$ cat config.mk
export PLATFORM = sky130hd
export DESIGN_NAME = fld_decoder
export DESIGN_NICKNAME = d
export VERILOG_FILES = /design/src/core/fld_pkg.sv /design/src/core/fld_edge_flag.sv /design/src/core/fld_decoder.sv
export SDC_FILE = /design/constraint.sdc
export NUM_CORES = 1
export LEC_CHECK = 0
export BUFFER_PORTS_ARGS = -buffer_cell sky130_fd_sc_hd__buf_2
export CORE_MARGIN = 2
export CORE_UTILIZATION = 55
export DETAILED_ROUTE_END_ITERATION = 7
export HOLD_SLACK_MARGIN = 0.06
export PLACE_DENSITY = 0.76
export SLEW_MARGIN = 10
export SYNTH_ARGS = -nofsm -noshare
export SYNTH_HDL_FRONTEND = slang
export SYNTH_SLANG_ARGS = --single-unit
$ cat constraint.sdc
create_clock -name clk_i -period 2.6 [get_ports clk_i]
set_clock_uncertainty 0.05 [all_clocks]
set_input_delay 0.13 -clock clk_i [delete_from_list [all_inputs] [get_ports clk_i]]
set_output_delay 0.13 -clock clk_i [all_outputs]
set_load 0.02 [all_outputs]
$ cat src/core/fld_pkg.sv
package fld_pkg;

  // Flag bit positions in the event vector
  localparam int unsigned FLG_RAW  = 0;
  localparam int unsigned FLG_RING = 1;
  localparam int unsigned FLG_CAR  = 2;
  localparam int unsigned FLG_PKT  = 3;
  localparam int unsigned NUM_FLG  = 4;

  // Character framing
  localparam int unsigned CHAR_BITS = 10;
  localparam int unsigned DATA_BITS = 8;
  localparam logic [3:0]  BIT_LAST  = 4'h9;
  localparam logic [3:0]  BIT_ZERO  = 4'h0;

  // Bit timing: 1200 baud line, sampled mid-bit at 50 MHz
  localparam int unsigned CLK_HZ      = 50000000;
  localparam int unsigned BAUD_HZ     = 1200;
  localparam int unsigned BIT_CYC     = CLK_HZ / BAUD_HZ;
  localparam int unsigned HALF_CYC    = BIT_CYC / 2;
  localparam int unsigned BCNT_W      = 16;

  // Peripheral interrupt vector address
  localparam logic [11:0] PERIPH_VECTOR = 12'h010;

  // Reset values
  localparam logic        PWDN_RST = 1'b1;
  localparam logic        MASK_RST = 1'b1;
  localparam logic [7:0]  DATA_RST = 8'h00;

  // Framer states
  typedef enum logic [1:0] {
    FR_IDLE  = 2'b00,
    FR_START = 2'b01,
    FR_BITS  = 2'b10
  } fld_fr_state_t;

  // Analog demodulator side
  typedef struct packed {
    logic carrier;   // Carrier present
    logic data_vld;  // FSK data being detected
    logic raw_bit;   // Demodulated bit
    logic seizure;   // Inside channel-seizure pattern
  } fld_demod_t;

  // Software flag clear strobes (one per flag, active high)
  typedef struct packed {
    logic pkt;
    logic car;
    logic ring;
    logic raw;
  } fld_clr_t;

endpackage

$ cat src/core/fld_edge_flag.sv
`timescale 1ns/1ns
`default_nettype none
// Sticky event flag with falling edge detection
module fld_edge_flag (
  // Clock and reset
  input  wire logic clk_i,
  input  wire logic srst_i,
  // Event and control
  input  wire logic level_i,
  input  wire logic run_i,
  input  wire logic clr_i,
  // Status
  output logic      flag_o,
  output logic      set_o
);

  logic level_q;
  logic flag_q;

  // Previous level, idles high like the sources it watches
  always_ff @(posedge clk_i) begin
    if (srst_i) begin
      level_q <= 1'b1;
    end else begin
      level_q <= level_i;
    end
  end

  assign set_o = run_i & level_q & ~level_i;

  // Set wins over clear; no other clear path
  always_ff @(posedge clk_i) begin
    if (srst_i) begin
      flag_q <= 1'b0;
    end else if (set_o) begin
      flag_q <= 1'b1;
    end else if (clr_i) begin
      flag_q <= 1'b0;
    end
  end

  assign flag_o = flag_q;

endmodule
`default_nettype wire

$ cat src/core/fld_decoder.sv
`timescale 1ns/1ns
`default_nettype none
// Digital side of the line FSK decoder with its four event flags
module fld_decoder #(
  // Line bit time in clock cycles
  parameter int unsigned BIT_CYC = fld_pkg::BIT_CYC
) (
  // Clock and reset
  input  wire logic               clk_i,
  input  wire logic               srst_i,
  // Analog front end
  input  wire fld_pkg::fld_demod_t demod_i,
  input  wire logic               ring_sense_input_i,
  input  wire logic               line_reversal_input_i,
  // Control bits
  input  wire logic               decoder_power_down_i,
  input  wire logic               packet_source_select_i,
  input  wire logic               raw_edge_irq_enable_i,
  input  wire logic               ring_irq_mask_i,
  input  wire logic               carrier_irq_mask_i,
  input  wire logic               packet_irq_mask_i,
  input  wire logic               peripheral_irq_enable_i,
  input  wire fld_pkg::fld_clr_t  flag_clr_i,
  input  wire logic               periph_flag_clr_i,
  // Status bits
  output logic                    raw_serial_bit_o,
  output logic                    cooked_serial_bit_o,
  output logic                    ring_envelope_signal_o,
  output logic                    raw_edge_flag_o,
  output logic                    ring_detect_flag_o,
  output logic                    carrier_detect_flag_o,
  output logic                    packet_ready_flag_o,
  output logic [7:0]              decoder_data_reg_o,
  output logic                    peripheral_request_flag_o,
  output logic                    irq_call_o,
  output logic [11:0]             irq_vector_o
);

  logic                     run;
  logic                     raw_d;
  logic                     cooked_d;
  logic                     raw_q;
  logic                     cooked_q;
  logic                     env_q;
  logic                     car_q;
  logic                     car_flag_q;
  logic                     car_set;
  logic                     raw_flag;
  logic                     raw_set;
  logic                     ring_flag;
  logic                     ring_set;
  logic                     pkt_flag_q;
  logic                     pkt_set;
  logic                     src_bit;
  fld_pkg::fld_fr_state_t   fr_q;
  logic [fld_pkg::BCNT_W-1:0] bcnt_q;
  logic [3:0]               bidx_q;
  logic [7:0]               shift_q;
  logic [7:0]               data_q;
  logic [fld_pkg::NUM_FLG-1:0] flags;
  logic [fld_pkg::NUM_FLG-1:0] sets;
  logic [fld_pkg::NUM_FLG-1:0] en;
  logic [fld_pkg::NUM_FLG-1:0] pend_q;
  logic                     req_q;
  logic                     call_q;

  // Start bit is confirmed half a bit time after its falling edge
  localparam int unsigned HALF_CYC = BIT_CYC / 2;

  // Decoding runs only while powered up
  assign run = ~decoder_power_down_i;

  // Serial streams: high when idle, cooked hides seizure
  assign raw_d    = (run & demod_i.data_vld) ? demod_i.raw_bit : 1'b1;
  assign cooked_d = (run & demod_i.data_vld & ~demod_i.seizure)
                  ? demod_i.raw_bit : 1'b1;

  // Registered serial bits
  always_ff @(posedge clk_i) begin
    if (srst_i) begin
      raw_q    <= 1'b1;
      cooked_q <= 1'b1;
    end else begin
      raw_q    <= raw_d;
      cooked_q <= cooked_d;
    end
  end

  // Envelope low while ring or reversal present, even in power-down
  always_ff @(posedge clk_i) begin
    if (srst_i) begin
      env_q <= 1'b1;
    end else begin
      env_q <= ~(ring_sense_input_i | line_reversal_input_i);
    end
  end

  // Raw stream falling edge flag
  fld_edge_flag u_raw_flag (
    .clk_i   (clk_i),
    .srst_i  (srst_i),
    .level_i (raw_q),
    .run_i   (run),
    .clr_i   (flag_clr_i.raw),
    .flag_o  (raw_flag),
    .set_o   (raw_set)
  );

  // Ring envelope falling edge flag, not gated by power-down
  fld_edge_flag u_ring_flag (
    .clk_i   (clk_i),
    .srst_i  (srst_i),
    .level_i (env_q),
    .run_i   (1'b1),
    .clr_i   (flag_clr_i.ring),
    .flag_o  (ring_flag),
    .set_o   (ring_set)
  );

  // Carrier rising edge
  always_ff @(posedge clk_i) begin
    if (srst_i) begin
      car_q <= 1'b0;
    end else begin
      car_q <= run & demod_i.carrier;
    end
  end

  assign car_set = run & demod_i.carrier & ~car_q;

  // Carrier flag: set wins over software clear
  always_ff @(posedge clk_i) begin
    if (srst_i) begin
      car_flag_q <= 1'b0;
    end else if (car_set) begin
      car_flag_q <= 1'b1;
    end else if (flag_clr_i.car) begin
      car_flag_q <= 1'b0;
    end
  end

  // Framer source: raw or cooked stream
  assign src_bit = packet_source_select_i ? cooked_q : raw_q;

  // Framer: start on zero, sample mid-bit, ten bits per character
  always_ff @(posedge clk_i) begin
    if (srst_i || !run) begin
      fr_q   <= fld_pkg::FR_IDLE;
      bcnt_q <= '0;
      bidx_q <= fld_pkg::BIT_ZERO;
    end else begin
      case (fr_q)
        fld_pkg::FR_IDLE: begin
          bcnt_q <= '0;
          bidx_q <= fld_pkg::BIT_ZERO;
          if (!src_bit) begin
            fr_q <= fld_pkg::FR_START;
          end
        end
        fld_pkg::FR_START: begin
          if (bcnt_q == fld_pkg::BCNT_W'(HALF_CYC - 1)) begin
            bcnt_q <= '0;
            if (src_bit) begin
              fr_q <= fld_pkg::FR_IDLE;  // Glitch, not a start bit
            end else begin
              fr_q   <= fld_pkg::FR_BITS;
              bidx_q <= 4'h1;
            end
          end else begin
            bcnt_q <= bcnt_q + 1'b1;
          end
        end
        fld_pkg::FR_BITS: begin
          if (bcnt_q == fld_pkg::BCNT_W'(BIT_CYC - 1)) begin
            bcnt_q <= '0;
            if (bidx_q == fld_pkg::BIT_LAST) begin
              fr_q <= fld_pkg::FR_IDLE;  // Tenth bit discarded
            end else begin
              bidx_q <= bidx_q + 1'b1;
            end
          end else begin
            bcnt_q <= bcnt_q + 1'b1;
          end
        end
        default: begin
          fr_q <= fld_pkg::FR_IDLE;
        end
      endcase
    end
  end

  // Shift in the middle eight bits, LSB first
  always_ff @(posedge clk_i) begin
    if (srst_i) begin
      shift_q <= fld_pkg::DATA_RST;
    end else if (fr_q == fld_pkg::FR_BITS && bidx_q != fld_pkg::BIT_LAST
                 && bcnt_q == fld_pkg::BCNT_W'(BIT_CYC - 1)) begin
      shift_q <= {src_bit, shift_q[7:1]};
    end
  end

  // Byte completes at the tenth bit sample
  assign pkt_set = run && fr_q == fld_pkg::FR_BITS
                && bidx_q == fld_pkg::BIT_LAST
                && bcnt_q == fld_pkg::BCNT_W'(BIT_CYC - 1);

  // Data register holds the last framed byte
  always_ff @(posedge clk_i) begin
    if (srst_i) begin
      data_q <= fld_pkg::DATA_RST;
    end else if (pkt_set) begin
      data_q <= shift_q;
    end
  end

  // Packet flag: set wins over clear
  always_ff @(posedge clk_i) begin
    if (srst_i) begin
      pkt_flag_q <= 1'b0;
    end else if (pkt_set) begin
      pkt_flag_q <= 1'b1;
    end else if (flag_clr_i.pkt) begin
      pkt_flag_q <= 1'b0;
    end
  end

  assign flags = {pkt_flag_q, car_flag_q, ring_flag, raw_flag};
  assign sets  = {pkt_set, car_set, ring_set, raw_set};

  // Source enables; raw-edge enable overrides the masks
  assign en[fld_pkg::FLG_RAW]  = raw_edge_irq_enable_i;
  assign en[fld_pkg::FLG_RING] = ~raw_edge_irq_enable_i & ~ring_irq_mask_i;
  assign en[fld_pkg::FLG_CAR]  = ~raw_edge_irq_enable_i & ~carrier_irq_mask_i;
  assign en[fld_pkg::FLG_PKT]  = ~raw_edge_irq_enable_i & ~packet_irq_mask_i;

  // Per-source request only on a fresh set while flag clear
  genvar g;
  generate
    for (g = 0; g < fld_pkg::NUM_FLG; g++) begin : g_src
      always_ff @(posedge clk_i) begin
        if (srst_i) begin
          pend_q[g] <= 1'b0;
        end else begin
          pend_q[g] <= sets[g] & ~flags[g] & en[g];
        end
      end
    end
  endgenerate

  // Peripheral request flag and vector call pulse
  always_ff @(posedge clk_i) begin
    if (srst_i) begin
      req_q  <= 1'b0;
      call_q <= 1'b0;
    end else begin
      call_q <= peripheral_irq_enable_i & (|pend_q);
      if (peripheral_irq_enable_i && (|pend_q)) begin
        req_q <= 1'b1;
      end else if (periph_flag_clr_i) begin
        req_q <= 1'b0;
      end
    end
  end

  // Registered outputs and the constant vector address
  assign raw_serial_bit_o          = raw_q;
  assign cooked_serial_bit_o       = cooked_q;
  assign ring_envelope_signal_o    = env_q;
  assign raw_edge_flag_o           = raw_flag;
  assign ring_detect_flag_o        = ring_flag;
  assign carrier_detect_flag_o     = car_flag_q;
  assign packet_ready_flag_o       = pkt_flag_q;
  assign decoder_data_reg_o        = data_q;
  assign peripheral_request_flag_o = req_q;
  assign irq_call_o                = call_q;
  assign irq_vector_o              = fld_pkg::PERIPH_VECTOR;

endmodule
`default_nettype wire

==> flow_metrics.env <==
export IMPL_place_hpwl_um=3626
export IMPL_initial_core_util_pct=56.16
export IMPL_yosysUniqueCellTypes=50
export IMPL_clockBufferDepth=2
export IMPL_diodes=0
export IMPL_post_drt_wl_per_cell_um=13.64
export IMPL_via_count=2181
export IMPL_fmax_ghz=0.4367
export IMPL_postCtsHoldBufs=15
export IMPL_core_area_mm2=0.004661
export IMPL_worst_r2r_path_depth=6
export IMPL_dominantRegCellSynth="dfxtp_1"
export IMPL_grt_pass1_vias=1848
export IMPL_critPathMaxStageDelay_ns=0.81
export IMPL_crit_type="flip-flop to flip-flop"
export IMPL_hold_path_depth=3
export IMPL_synth_edf_count=0
export IMPL_firstDrtPassIters=5
export IMPL_fin_crit_sh_pct=88.07
export IMPL_post_cts_setup_buffer_count=0
export IMPL_drv_slew=0
export IMPL_antenna_found_initial=0
export IMPL_cp_top_family="simple AND/OR/NAND/NOR gates"
export IMPL_clock_sinks=54
export IMPL_finalWorstPathRequiredPeriod_ns=2.290
export IMPL_synthTopCellsByCount="dfxtp_1, nor2_1, mux2i_1"
export IMPL_ys_seq_elements=54
export IMPL_async_flop_share_pct=0
export IMPL_hold_viol=0
export IMPL_syn_area_mm2=0.002618
export IMPL_timing_setup_tns_ns=0
export IMPL_synth_seq_area_share_pct=41.30
export IMPL_outcome="complete, no violations"
export IMPL_pin_count=49
export IMPL_relSlewSlack_pct=62.23
export IMPL_stdcell_count=384
export IMPL_p_per_area_mw_per_mm2=468.8
export IMPL_cp_start_kind="flip-flop"
export IMPL_grt_usage_pct=20.09
export IMPL_dieArea_mm2=0.005327
export IMPL_clkLatencyLatePin_ns=0.31
export IMPL_cp_slowest_cell="or4_1"
export IMPL_dp_cells=361
export IMPL_gp_congestion=0.8460
export IMPL_endpoint_kind="flip-flop"
export IMPL_nets=358
export IMPL_arrival_ns=2.44
export IMPL_synth_warnings=0
export IMPL_final_setup_viol_count=0
export IMPL_first_iter_violations=203
export IMPL_hold_path_class="primary input to flip-flop"
export IMPL_leakage_nw=1.294
export IMPL_worstMarginPinSlew_ns=0.5665
export IMPL_port_buffers=36
export IMPL_yosys_area_top_type_share_pct=41.30
export IMPL_ctsHtreeMaxLevel=2
export IMPL_ir_worst_vdd_mv=0.2594
export IMPL_grt_start_max_net_pins=29
export IMPL_syn_area_per_cell_um2=9.348
export IMPL_grt_pass1_wl_um=8535
export IMPL_rsz0062_at_grt="no"
export IMPL_die_w_um=72.99
export IMPL_via_per_inst=5.680
export IMPL_clk_pin_slew_ns=0.10
export IMPL_cp_max_fo=10
export IMPL_dpl_cell_area_mm2=0.002784
export IMPL_yosysTopAreaCell="dfxtp_1"
export IMPL_yosysMostFrequentCell="dfxtp_1"
export IMPL_cts_buffers=5
export IMPL_ant_nets=0
export IMPL_cp_num_cells=6
export IMPL_worstPathRequired_ns=2.75
export IMPL_cts_tree="yes"
export IMPL_cts_root_buffer="clkbuf_8"
export IMPL_drive_above_1_share_pct=20.30
export IMPL_cts_resized=0
export IMPL_drc=0
export IMPL_syn_inst=280
export IMPL_final_area_mm2=0.003034
export IMPL_area_growth_pct=15.92
export IMPL_drt_wl_total_um=5239
export IMPL_path_buf_inv=0
export IMPL_synth_area_leaders="dfxtp_1, mux2i_1, ha_1, buf_4, nor2_1"
export IMPL_cp_cell_sequence="ha_1, and4bb_2, nand4_2, or4_1, mux2i_1, nor2_1"
export IMPL_grt_ovfl_total=0
export IMPL_maxCapViolations=0
export IMPL_die_height_um=72.99
export IMPL_rows=25
-- per-layer routing --
| layer | track usage [%] | routed length (um) | vias up |
|---|---|---|---|
| li1 | - | - | 1093 |
| met1 | 28.15 | 2549 | 1005 |
| met2 | 30.23 | 2317 | 72 |
| met3 | 4.972 | 294 | 11 |
| met4 | 6.790 | 77 | 0 |
| met5 | 0 | 0 | - |
-- kinds of logic after synthesis --
family	share of synthesized area, %
AOI/OAI and AO/OA	10.76
xor gates and xnor gates	2.677
adders and majority gates	4.302
buffers and inverters	7.409
DFF	41.30
muxes	7.313
other	0.2869
and+or+nand+nor	25.96
-- state kept, by name, summed over array words and instances, names as in the netlist, 2 cells and up --
register            cells
pend_q                  4
decoder_data_reg_o      8
bcnt_q                 16
bidx_q                  4
fr_q                    2
shift_q                 8
-- cell type report --
type | count | area [um^2]
Clock inverter | 2 | 17.52
Inverter | 12 | 45.04
Sequential cell | 54 | 1081
Fill cell | 379 | 1627
Clock buffer | 6 | 82.58
Timing Repair Buffer | 55 | 360.3
Tap cell | 54 | 67.56
Multi-Input combinational cell | 201 | 1380
-- stage by stage --
step	total power [W]	setup WS [ns]	hold slack [ns]	util (%)
floorplan	0.0009197	0.6720	0.1535	-
global placement	0.0009313	0.3744	0.2524	59.73
detailed placement	0.0009320	0.3102	0.2552	59.73
CTS	0.001436	0.3048	0.07033	65.10
global route	0.001475	0.1778	0.07929	65.10
finish	0.001422	0.3102	0.06997	65.10
-- power by group --
| group | switching [W] | total, W | internal (W) | leakage (nW) |
|---|---|---|---|---|
| sequential | 0.00000337 | 0.000837 | 0.000833 | 0.436 |
| combinational | 0.0000538 | 0.0000929 | 0.0000391 | 0.806 |
| clock | 0.000273 | 0.000493 | 0.000219 | 0.0514 |
-- worst reg2reg max path: cells and delay by family, from the launching register on --
| kind | cells | cell delay (ns) |
|---|---|---|
| and+or+nand+nor | 4 | 1.28 |
| DFF | 1 | 0.42 |
| muxes | 1 | 0.27 |
| adders and majority gates | 1 | 0.17 |
-- worst paths after layout --
path	startpoint	end	slack, ns
max	bcnt_q[0]$_SDFFE_PP0N_	decoder_data_reg_o[4]$_SDFFE_PP0P_	0.31
min	periph_flag_clr_i	peripheral_request_flag_o$_SDFFE_PP0P_	0.07
max reg2reg	bcnt_q[0]$_SDFFE_PP0N_	decoder_data_reg_o[4]$_SDFFE_PP0P_	0.31
min reg2reg	u_ring_flag.flag_o$_SDFFE_PP0P_	pend_q[1]$_SDFF_PP0_	0.40
-- cells in the final DEF (no fill, tap or decap), types with 2 or more instances in the layout --
master and instances:
a21o_1 2, a21oi_1 8, a31o_2 4, a31oi_1 2, a41oi_1 7, and2_1 3
and3_1 6, and3b_1 2, and4bb_2 3, buf_2 36, buf_4 4, clkbuf_8 6
clkinv_4 2, conb_1 12, dfxtp_1 54, dlygate4sd3_1 15, ha_1 9, inv_1 12
mux2i_1 18, nand2_1 14, nand2b_1 5, nand3_1 11, nand3b_1 2, nand4_1 6
nor2_1 20, nor3_1 15, nor3b_1 2, nor4_1 7, nor4_4 2, o21ai_0 5
o31ai_1 6, or2_2 5, or4_1 2, xnor2_1 3, xor2_1 5
No activity file was read; power rests on OpenSTA's default activity.
